## config.mk

```make
export PLATFORM = sky130hd
export DESIGN_NAME = mic_irq_ctrl
export DESIGN_NICKNAME = d
export VERILOG_FILES = /design/src/mic_pkg.sv /design/src/mic_irq_ctrl.sv
export SDC_FILE = /design/constraint.sdc
export NUM_CORES = 1
export LEC_CHECK = 0
export BUFFER_PORTS_ARGS = -buffer_cell sky130_fd_sc_hd__buf_2
export CORE_MARGIN = 10
export CORE_UTILIZATION = 30
export DETAILED_ROUTE_END_ITERATION = 8
export SLEW_MARGIN = 15
export SYNTH_ARGS = -nofsm -noshare
export SYNTH_HDL_FRONTEND = slang
export SYNTH_SLANG_ARGS = --single-unit
```

## constraint.sdc

```tcl
create_clock -name clk_sys_in -period 2.6 [get_ports clk_sys_in]
set_input_delay 0.13 -clock clk_sys_in [delete_from_list [all_inputs] [get_ports clk_sys_in]]
set_output_delay 0.13 -clock clk_sys_in [all_outputs]
set_load 0.1 [all_outputs]
```

## src/mic_pkg.sv

```systemverilog
// mic_pkg: shared constants and carriers of the microcontroller interrupt controller.
// assumes one system clock; the quadrature phase counter lives in the controller itself.

package mic_pkg;

    // ------------------------------------------------------------
    // register indices on the plain register port
    // ------------------------------------------------------------
    localparam logic [2:0] MIC_ADDR_CORE_CTRL = 3'h0;
    localparam logic [2:0] MIC_ADDR_PERI_EN1 = 3'h1;
    localparam logic [2:0] MIC_ADDR_PERI_EN2 = 3'h2;
    localparam logic [2:0] MIC_ADDR_PERI_REQ1 = 3'h3;
    localparam logic [2:0] MIC_ADDR_PERI_REQ2 = 3'h4;
    localparam logic [2:0] MIC_ADDR_OPTION = 3'h5;
    localparam logic [2:0] MIC_ADDR_STATUS = 3'h6;

    // ------------------------------------------------------------
    // core_irq_control field positions, plus the option edge-select bit
    // ------------------------------------------------------------
    localparam int MIC_BIT_GIE = 7;
    localparam int MIC_BIT_PERIPHERAL_GROUP_ENABLE = 6;
    localparam int MIC_BIT_T0IE = 5;
    localparam int MIC_BIT_EXTIE = 4;
    localparam int MIC_BIT_PCIE = 3;
    localparam int MIC_BIT_TIMER0_OVERFLOW_FLAG = 2;
    localparam int MIC_BIT_EXTIF = 1;
    localparam int MIC_BIT_PCIF = 0;
    localparam int MIC_BIT_EDGE_SEL = 6;

    // ------------------------------------------------------------
    // reset values and implemented-bit masks
    // ------------------------------------------------------------
    localparam logic [7:0] MIC_CTRL_RESET = 8'h00;
    localparam logic [7:0] MIC_OPTION_RESET = 8'hFF;
    localparam logic [7:0] MIC_PERI1_MASK = 8'h7F;
    localparam logic [7:0] MIC_PERI2_MASK = 8'hFD;

    // ------------------------------------------------------------
    // vector and timing
    // ------------------------------------------------------------
    localparam logic [12:0] MIC_VECTOR = 13'h0004;
    localparam int MIC_PC_WIDTH = 13;
    localparam logic [1:0] MIC_Q1 = 2'h0;
    localparam logic [1:0] MIC_Q4 = 2'h3;
    localparam int MIC_SYNC_LATENCY_TCY = 3;
    localparam logic [1:0] MIC_LAT_LOAD = 2'(MIC_SYNC_LATENCY_TCY - 1);
    localparam int MIC_RETURN_FROM_IRQ_INSTR_TCY = 2;
    localparam logic [1:0] MIC_RET_LOAD = 2'(MIC_RETURN_FROM_IRQ_INSTR_TCY - 1);

    // ------------------------------------------------------------
    // carriers
    // ------------------------------------------------------------
    typedef struct packed {
        logic [2:0] addr;
        logic [7:0] wdata;
        logic wr;
        logic rd;
    } mic_bus_t;

    typedef struct packed {
        logic timer0_ovf;
        logic port_change;
        logic [7:0] peri1;
        logic [7:0] peri2;
    } mic_events_t;

    typedef struct packed {
        logic return_from_irq_instr;
        logic gie_clear;
        logic sleeping;
    } mic_core_t;

    typedef enum logic [1:0] {
        MIC_IDLE,
        MIC_PENDING,
        MIC_RETURN
    } mic_state_t;

endpackage : mic_pkg

```

## src/mic_irq_ctrl.sv

```systemverilog
// mic_irq_ctrl: request flags, enables, external pin edge detector,
// vectoring and return handling for an 8-bit microcontroller core.
// assumes the core sequencer runs on clk_sys_in, one clock per Q phase.
//
// Added by the designer: the plain strobed port and the register addresses.
`timescale 1ns/1ps
`default_nettype none

// Behaviour
// - global enable at bit 7 passes unmasked requests when set, blocks all when clear
// - every reset clears the global enable
// - each source has its own enable bit in control or peripheral enable registers
// - flags set on events regardless of any enable
// - taking an interrupt clears global enable, pushes return address, vectors to 0004h
// - return-from-interrupt pops stack into pc and sets global enable, two cycles
// - asynchronous pin events serviced three to four instruction cycles later
// - synchronous events enter the vector exactly three instruction cycles later
// - a request due next cycle after global enable clear stays pending
// - external pin edge triggered, option bit 6 selects rising or falling
// - selected edge sets external pin flag at control bit 1
// - clearing enable at control bit 4 stops the pin interrupting
// - enabled pin edge wakes core; vector only if global enable set
// - pin flag settable during Q4 to Q1, sampled every Q1
// - control register holds pin, port-change, timer0 flags, enables, global enable
// - peripheral flags in two request registers, enables at matching positions
module mic_irq_ctrl (
    input wire logic clk_sys_in,
    input wire logic rst_in,
    input wire mic_pkg::mic_bus_t bus_in,
    output logic [7:0] rdata_out,
    input wire mic_pkg::mic_events_t events_in,
    input wire logic ext_irq_pin_in,
    input wire mic_pkg::mic_core_t core_in,
    input wire logic [mic_pkg::MIC_PC_WIDTH-1:0] return_pc_in,
    input wire logic [mic_pkg::MIC_PC_WIDTH-1:0] stack_top_in,
    output logic [1:0] q_phase_out,
    output logic push_out,
    output logic pop_out,
    output logic load_pc_out,
    output logic [mic_pkg::MIC_PC_WIDTH-1:0] pc_value_out,
    output logic wake_out,
    output logic irq_out
);
    import mic_pkg::*;

    // ------------------------------------------------------------
    // state
    // ------------------------------------------------------------
    typedef struct packed {
        logic [1:0] q;
        logic [7:0] ctrl;
        logic [7:0] peripheral_irq_enable_one;
        logic [7:0] peripheral_irq_enable_two;
        logic [7:0] peripheral_irq_request_one;
        logic [7:0] peripheral_irq_request_two;
        logic [7:0] option;
        logic pin_last;
        logic [1:0] lat_cnt;
        mic_state_t state;
        logic [7:0] rdata;
        logic push;
        logic pop;
        logic load_pc;
        logic [MIC_PC_WIDTH-1:0] pc_value;
        logic wake;
        logic irq;
    } mic_state_reg_t;

    mic_state_reg_t st;
    mic_state_reg_t next_st;

    logic edge_seen;
    logic any_request;
    logic take_ok;
    logic wr_ctrl;

    // ------------------------------------------------------------
    // combinational
    // ------------------------------------------------------------

    // edge detection on the pin; polarity from option bit
    always_comb begin
        if (st.option[MIC_BIT_EDGE_SEL]) begin
            edge_seen = ext_irq_pin_in & ~st.pin_last;
        end else begin
            edge_seen = ~ext_irq_pin_in & st.pin_last;
        end
    end

    // request qualification; peripheral group needs its own gate
    always_comb begin
        any_request = (st.ctrl[MIC_BIT_TIMER0_OVERFLOW_FLAG] & st.ctrl[MIC_BIT_T0IE])
            | (st.ctrl[MIC_BIT_EXTIF] & st.ctrl[MIC_BIT_EXTIE])
            | (st.ctrl[MIC_BIT_PCIF] & st.ctrl[MIC_BIT_PCIE])
            | (st.ctrl[MIC_BIT_PERIPHERAL_GROUP_ENABLE] & (|(st.peripheral_irq_request_one & st.peripheral_irq_enable_one) | |(st.peripheral_irq_request_two & st.peripheral_irq_enable_two)));
        // a core-side clear this cycle suppresses the take; request stays pending
        take_ok = st.ctrl[MIC_BIT_GIE] & ~core_in.gie_clear;
        wr_ctrl = bus_in.wr && bus_in.addr == MIC_ADDR_CORE_CTRL;
    end

    // main next-state logic
    always_comb begin
        next_st = st;
        next_st.q = st.q + 2'h1;
        // pin resampled only in Q4/Q1, so an edge arriving in Q2/Q3 is held off, not lost
        if (st.q == MIC_Q4 || st.q == MIC_Q1) begin
            next_st.pin_last = ext_irq_pin_in;
        end
        next_st.push = 1'b0;
        next_st.pop = 1'b0;
        next_st.load_pc = 1'b0;
        next_st.rdata = 8'h00;

        // software writes first; hardware events below win over clears
        if (bus_in.wr) begin
            unique case (bus_in.addr)
                MIC_ADDR_CORE_CTRL: next_st.ctrl = bus_in.wdata;
                MIC_ADDR_PERI_EN1: next_st.peripheral_irq_enable_one = bus_in.wdata & MIC_PERI1_MASK;
                MIC_ADDR_PERI_EN2: next_st.peripheral_irq_enable_two = bus_in.wdata & MIC_PERI2_MASK;
                MIC_ADDR_PERI_REQ1: next_st.peripheral_irq_request_one = bus_in.wdata & MIC_PERI1_MASK;
                MIC_ADDR_PERI_REQ2: next_st.peripheral_irq_request_two = bus_in.wdata & MIC_PERI2_MASK;
                MIC_ADDR_OPTION: next_st.option = bus_in.wdata;
                default: ;
            endcase
        end

        // pin flag set in Q4 or Q1 only, so the Q1 sample sees a stable value
        if (edge_seen && (st.q == MIC_Q4 || st.q == MIC_Q1)) begin
            next_st.ctrl[MIC_BIT_EXTIF] = 1'b1;
        end
        if (events_in.timer0_ovf) begin
            next_st.ctrl[MIC_BIT_TIMER0_OVERFLOW_FLAG] = 1'b1;
        end
        if (events_in.port_change) begin
            next_st.ctrl[MIC_BIT_PCIF] = 1'b1;
        end
        next_st.peripheral_irq_request_one = next_st.peripheral_irq_request_one | (events_in.peri1 & MIC_PERI1_MASK);
        next_st.peripheral_irq_request_two = next_st.peripheral_irq_request_two | (events_in.peri2 & MIC_PERI2_MASK);

        // core instruction clears the enable
        if (core_in.gie_clear) begin
            next_st.ctrl[MIC_BIT_GIE] = 1'b0;
        end

        unique case (st.state)
            MIC_IDLE: begin
                // requests are sampled at Q1; then two more whole cycles to the vector
                if (st.q == MIC_Q1 && any_request && take_ok && !core_in.return_from_irq_instr && !core_in.sleeping) begin
                    next_st.state = MIC_PENDING;
                    next_st.lat_cnt = MIC_LAT_LOAD;
                end else if (core_in.return_from_irq_instr && st.q == MIC_Q1) begin
                    next_st.state = MIC_RETURN;
                    next_st.lat_cnt = MIC_RET_LOAD;
                end
            end
            MIC_PENDING: begin
                if (st.q == MIC_Q4) begin
                    if (st.lat_cnt == 2'h0) begin
                        next_st.ctrl[MIC_BIT_GIE] = 1'b0;
                        next_st.push = 1'b1;
                        next_st.load_pc = 1'b1;
                        next_st.pc_value = MIC_VECTOR;
                        next_st.state = MIC_IDLE;
                    end else begin
                        next_st.lat_cnt = st.lat_cnt - 2'h1;
                    end
                end
            end
            MIC_RETURN: begin
                if (st.q == MIC_Q4) begin
                    if (st.lat_cnt == 2'h0) begin
                        next_st.pop = 1'b1;
                        next_st.load_pc = 1'b1;
                        next_st.pc_value = stack_top_in;
                        next_st.ctrl[MIC_BIT_GIE] = 1'b1;
                        next_st.state = MIC_IDLE;
                    end else begin
                        next_st.lat_cnt = st.lat_cnt - 2'h1;
                    end
                end
            end
            default: next_st.state = MIC_IDLE;
        endcase

        // wake ignores the global enable; core resumes next instruction or vectors
        next_st.wake = core_in.sleeping & any_request;
        next_st.irq = any_request & st.ctrl[MIC_BIT_GIE];

        // read data in the cycle after the strobe
        if (bus_in.rd) begin
            unique case (bus_in.addr)
                MIC_ADDR_CORE_CTRL: next_st.rdata = st.ctrl;
                MIC_ADDR_PERI_EN1: next_st.rdata = st.peripheral_irq_enable_one;
                MIC_ADDR_PERI_EN2: next_st.rdata = st.peripheral_irq_enable_two;
                MIC_ADDR_PERI_REQ1: next_st.rdata = st.peripheral_irq_request_one;
                MIC_ADDR_PERI_REQ2: next_st.rdata = st.peripheral_irq_request_two;
                MIC_ADDR_OPTION: next_st.rdata = st.option;
                MIC_ADDR_STATUS: next_st.rdata = {6'h00, st.state};
                default: next_st.rdata = 8'h00;
            endcase
        end
    end

    // ------------------------------------------------------------
    // registers
    // ------------------------------------------------------------

    // global enable comes out of reset cleared with everything else except option, which resets to all ones
    always_ff @(posedge clk_sys_in or posedge rst_in) begin
        if (rst_in) begin
            st <= '0;
            st.ctrl <= MIC_CTRL_RESET;
            st.option <= MIC_OPTION_RESET;
            st.state <= MIC_IDLE;
        end else begin
            st <= next_st;
        end
    end

    assign rdata_out = st.rdata;
    assign q_phase_out = st.q;
    assign push_out = st.push;
    assign pop_out = st.pop;
    assign load_pc_out = st.load_pc;
    assign pc_value_out = st.pc_value;
    assign wake_out = st.wake;
    assign irq_out = st.irq;

    // return address is held by the core's stack; push_out tells it to store return_pc_in
    logic unused_pc;
    assign unused_pc = ^return_pc_in ^ wr_ctrl;

endmodule // mic_irq_ctrl
`default_nettype wire

```

== Word-level counts from Yosys, hierarchy flattened ==
Index checks and enable logic that the tools add are counted.
Word-level totals
  register bits: 79
  input bits: 63
  logic and storage cells: 129
Operators by class
  $add $sub $neg: 2
  equality and inequality tests: 17
  mux-type cells: 35
  bitwise gates (word level): 20
  reduce and logical (&&, ||, !) cells: 34
Operators by type and width (number)
  8-bit case mux with 7 select lines: 1
  48-bit 2-to-1 mux: 1
  8-bit 2-to-1 mux: 6
  15-bit 2-to-1 mux: 2
  14-bit 2-to-1 mux: 2
  14-bit case mux with 2 select lines: 1
  2-bit nonzero test: 8
  8-bit OR reduction: 2
  2-bit AND reduction: 7
  1-bit 2-to-1 mux: 13
  4-bit 2-to-1 mux: 3
  2-bit != test, second input constant: 5
  1-bit bitwise AND: 9
  3-bit equality test, second input constant: 3
  8-bit by 7-bit bitwise AND with 8-bit output: 1
  8-bit bitwise AND: 1
  8-bit by 7-bit bitwise OR with 8-bit output: 1
  8-bit bitwise OR: 1
  2-bit case mux with 2 select lines: 2
  7-bit 2-to-1 mux: 1
  3-bit by 2-bit equality test with 1-bit output, second input constant: 2
  1-bit logical AND: 6
  2-bit zero test: 3
  5-bit AND reduction: 1
  other kinds (17): 26

== Logic depth before layout (Yosys ltp) ==
  depth in word-level cells: 11
  mapped depth: 8

== Worst setup path before layout ==
Ideal clock, no wire load.
  path type: reg-to-reg
  start point: register st, in the netlist q_phase_out[0]
  end point: register st[29] (netlist name)
  data arrival time: 1.531 ns
  data required time: 2.506 ns
  setup slack: 0.975 ns
  stages on the path, launching flop included: 8
  period minus slack after synthesis: 1.625 ns
  path through: dfrtp_1 -> inv_1 -> ha_1 -> nor4b_2 -> nand2_1 -> a21o_4 -> a22o_1 -> a221oi_2
Between the ends
  word-level cells in the longest chain between the ends: 7
Ends and longest elaborated chain
  start, declared: line mic_irq_ctrl.sv:69  | mic_state_reg_t st;
  start signal, assigned: line mic_irq_ctrl.sv:216  | st <= next_st;
  2-bit zero test: line mic_irq_ctrl.sv:148, mic_irq_ctrl.sv:151
  1-bit logical AND (4 in a row): line mic_irq_ctrl.sv:148  | if (st.q == MIC_Q1 && any_request && take_ok && !core_in.return_from_irq_instr && !core_in.sleeping) begin
  3-bit != test (no source line) or 4-bit 2-to-1 mux (tied branches)
  4-bit AND reduction (no source line) or 2-bit case mux with 2 select lines (tied branches)
Several ways; a longest one is shown, not always the timed one.
A chain may end at the register's enable or synchronous reset.

== Worst setup path after layout ==
  start point: register st[27] (netlist name)
  end point: register st, in the netlist pc_value_out[2]
Between the ends
  word-level cells in the longest chain between the ends: 3
Ends and longest elaborated chain
  2-bit by 1-bit equality test with 1-bit output or 2-bit equality test (tied branches): line mic_irq_ctrl.sv:145  | unique case (st.state)
  2-bit != test (no source line) or 2-bit nonzero test (tied branches)
  5-bit AND reduction (no source line)
Several ways; a longest one is shown, not always the timed one.

==> impl_metrics.py <==
metrics = {
    "worst_setup_path": {
        "reg2reg_depth": 5,
        "startpoint": "st[27]",
        "r2r-start": "st[27]",
        "crit_arrival_ns": 2.22,
        "cp.required_ns": 2.87,
        "cp_max_fo": 14,
        "critPathKind": "register to register",
        "cp_cell_sequence": "inv_1 > ha_1 > and3_1 > nor2_1 > a22o_1",
        "slowest_delay_ns": 0.70,
        "slowest_stage": "nor2_1",
        "start_kind": "register",
        "ff2ff_setup_slack_ns": 0.65,
        "cp-end-kind": "register",
    },
    "synth": {
        "synth_xor_area_share_pct": 0,
        "synthSimpleGateAreaFrac_pct": 13.6,
        "syn_area_per_cell_um2": 11.3,
        "yosysWarnings": 0,
        "synthMuxAreaShare_pct": 12.8,
        "synth_top_area_share_pct": 45.7,
        "synth_compound_area_share_pct": 12.8,
        "synth_area_um2": 3770,
        "netlist_top_cells_area": "dfrtp_1 (46%), mux2_2 (9.2%), dfstp_2 (5.6%), buf_4 (4.8%), nand2_1 (4.1%)",
        "postSynth.asyncResetShare_pct": 100,
        "seq_area_frac_synth_pct": 51.3,
        "synth_nets": 404,
        "synth-adder-area-share_pct": 1.99,
        "ys_seq_elements": 77,
        "ys_types": 40,
        "syn_inst": 335,
        "synth_edf_count": 0,
        "synth_top_family_by_area": "simple AND/OR/NAND/NOR gates",
        "synth_area_leader_cell": "dfrtp_1",
        "ys.flop_type": "dfrtp_1",
    },
    "floorplanning": {
        "dieArea_um2": 17500,
        "ioPinCount": 91,
        "dieWidth_um": 132,
        "rows": 40,
        "core-area_um2": 12200,
        "start_util_pct": 31.0,
        "die_y_um": 132,
    },
    "timing": {
        "drv_slew": 0,
        "final_hold_viol_count": 0,
        "skew_ns": 0.00615,
        "setup_ws_ns": 0.649,
        "fmax_ghz": 0.513,
        "finalCriticalPeriod_ns": 1.95,
        "fin_setup_tns_ns": 0,
        "setup_viol": 0,
        "worstMarginPinSlew_ns": 0.916,
        "slew-limit-headroom_pct": 38.7,
        "timing.final.crit_share_pct": 75.0,
        "rsz0062_at_grt": "false",
    },
    "detailed_routing": {
        "wl_per_cell_um": 16.6,
        "drc_errors": 0,
        "first_iter_violations": 207,
        "vias_per_cell": 4.83,
        "drt_pass1_iterations": 4,
        "routed_wl_um": 9530,
        "ant_nets": 0,
        "dr_total_vias": 2777,
    },
    "clock_tree": {
        "cts_sinks": 77,
        "numCtsBuffers": 9,
        "clk_pin_slew_worst_paths_ns": 0.06,
        "cts_tree": "built",
        "cts_buffer_depth": 2,
        "ctsHtreeMaxLevel": 3,
        "clk_latency_ns": 0.34,
        "cts-root-buf": "clkbuf_16",
        "cts_resized": 0,
        "post_cts_buffers": 0,
    },
    "grt": {
        "grt_pass1_vias": 2854,
        "grt_max_degree": 59,
        "grt-ovfl-total": 0,
        "track_usage_pct": 11.2,
        "grt_pass1_wl_um": 15700,
        "antenna_found_initial": 0,
    },
    "run": {
        "max-cap-violations": 0,
    },
    "final_layout": {
        "drive_gt1_share_pct": 34.6,
        "fin_nets": 471,
        "areaGrowthSynthToFinish_pct": 22.9,
        "diodes": 0,
    },
    "place": {
        "gp_congestion": 0.800,
        "post-dp-hpwl_um": 7050,
        "portBuffers": 75,
        "dp_worst_setup_slack_ns": 0.657,
    },
    "hold_path": {
        "hold_path_depth": 2,
        "worstHoldStart": "stack_top_in[5]",
        "hp-class": "input pin to register",
    },
    "power": {
        "total_power_mw": 3.75,
        "p_leak_nw": 2.16,
        "max-vdd-ir-drop_mv": 0.363,
        "p_per_area_nw_per_um2": 807,
    },
    "outcome": {
        "outcome": "finished clean",
    },
}
-- logic make-up after synthesis --
group	count (synthesis)
AOI/OAI and AO/OA	63
adders and majority gates	6
buffers and inverters	48
DFF	77
muxes	42
and+or+nand+nor	99
-- worst paths after layout --
path | end
setup / recovery | pc_value_out[2]
hold / removal | pc_value_out[5]
setup reg to reg | pc_value_out[2]
hold reg to reg | q_phase_out[0]
max in group asynchronous | st[36]
min in group asynchronous | pc_value_out[5]
-- placed cells by master, fill, tap and decap left out, types with 3 or more instances in the layout --
cell and instances:
a31oi_1 4, o22ai_1 5, o21ai_0 5, a22oi_1 13, a21oi_1 7, mux2i_1 9, inv_1 10, ha_1 6
nor2_1 11, mux2_2 31, dlygate4sd3_1 16, and3_1 3, nor2b_1 6, dfrtp_1 69, and2_1 11, a22o_1 14
nand3b_1 16, buf_2 75, clkbuf_16 9, nand2_1 41, nand3_1 6, dfstp_2 8
-- synth_stat cells, drive strengths merged, types with 2 or more instances --
master / n
a211o: 2
a211oi: 2
a21o: 3
a21oi: 7
a221oi: 2
a22o: 14
a22oi: 13
a31oi: 4
and2: 11
and3: 3
buf: 34
clkbuf: 3
dfrtp: 69
dfstp: 8
ha: 6
inv: 11
mux2: 31
mux2i: 9
mux4: 2
nand2: 41
nand2b: 2
nand3: 6
nand3b: 16
nor2: 12
nor2b: 6
o21ai: 5
o22ai: 5
-- power by group --
part	switching, mW	internal [mW]
clock network	0.505	0.873
registers	0.105	1.38
logic	0.573	0.313
total	1.18	2.56
-- area by class of cell --
cell class,count,area [um2]
Clock inverter,6,92.6
Inverter,11,41.3
Sequential cell,77,1940
Tap cell,168,210
Fill cell,1196,7520
Timing Repair Buffer,93,563
Multi-Input combinational cell,210,1560
Clock buffer,10,239
-- timing repair --
action,4_1_cts,5_1_grt
hold endpoints to repair,34,0
hold buffers,16,0
endpoints found under the setup margin,0,0
-- critical path, delay by kind of cell (launching register included) --
family	cells	cell delay (ns)
flops	1	0.41
buf+inv	1	0.09
fa+ha+maj	1	0.19
compound gates	1	0.28
simple gates	2	0.92
-- routing by layer --
layer  share of wire [%]  vias to the layer above  global-route usage [%]
met4                 2.0                        0                    5.93
met5                   0                        -                       0
li1                    -                     1302                       -
met3                 4.3                       10                    1.98
met1                  44                     1388                    13.7
met2                  50                       77                    18.2
-- flip-flops by register name, indices dropped and copies added (netlist names) --
name,cells
wake_out,1
q_phase_out,2
st,49
push_out,1
irq_out,1
pop_out,1
load_pc_out,1
rdata_out,8
pc_value_out,13
-- per-stage QoR --
stage	instances	area [um2]	utilization, %	hold WS, ns
after CTS	575	4640	38.1	0.00651
after global placement	543	4150	34.1	0.162
after global routing	575	4640	38.1	0.0209
after detailed placement	543	4150	34.1	0.164
final	575	4640	38.1	0.0172
after floorplan	335	3770	-	0.231
No activity file was read; power rests on OpenSTA's default activity.
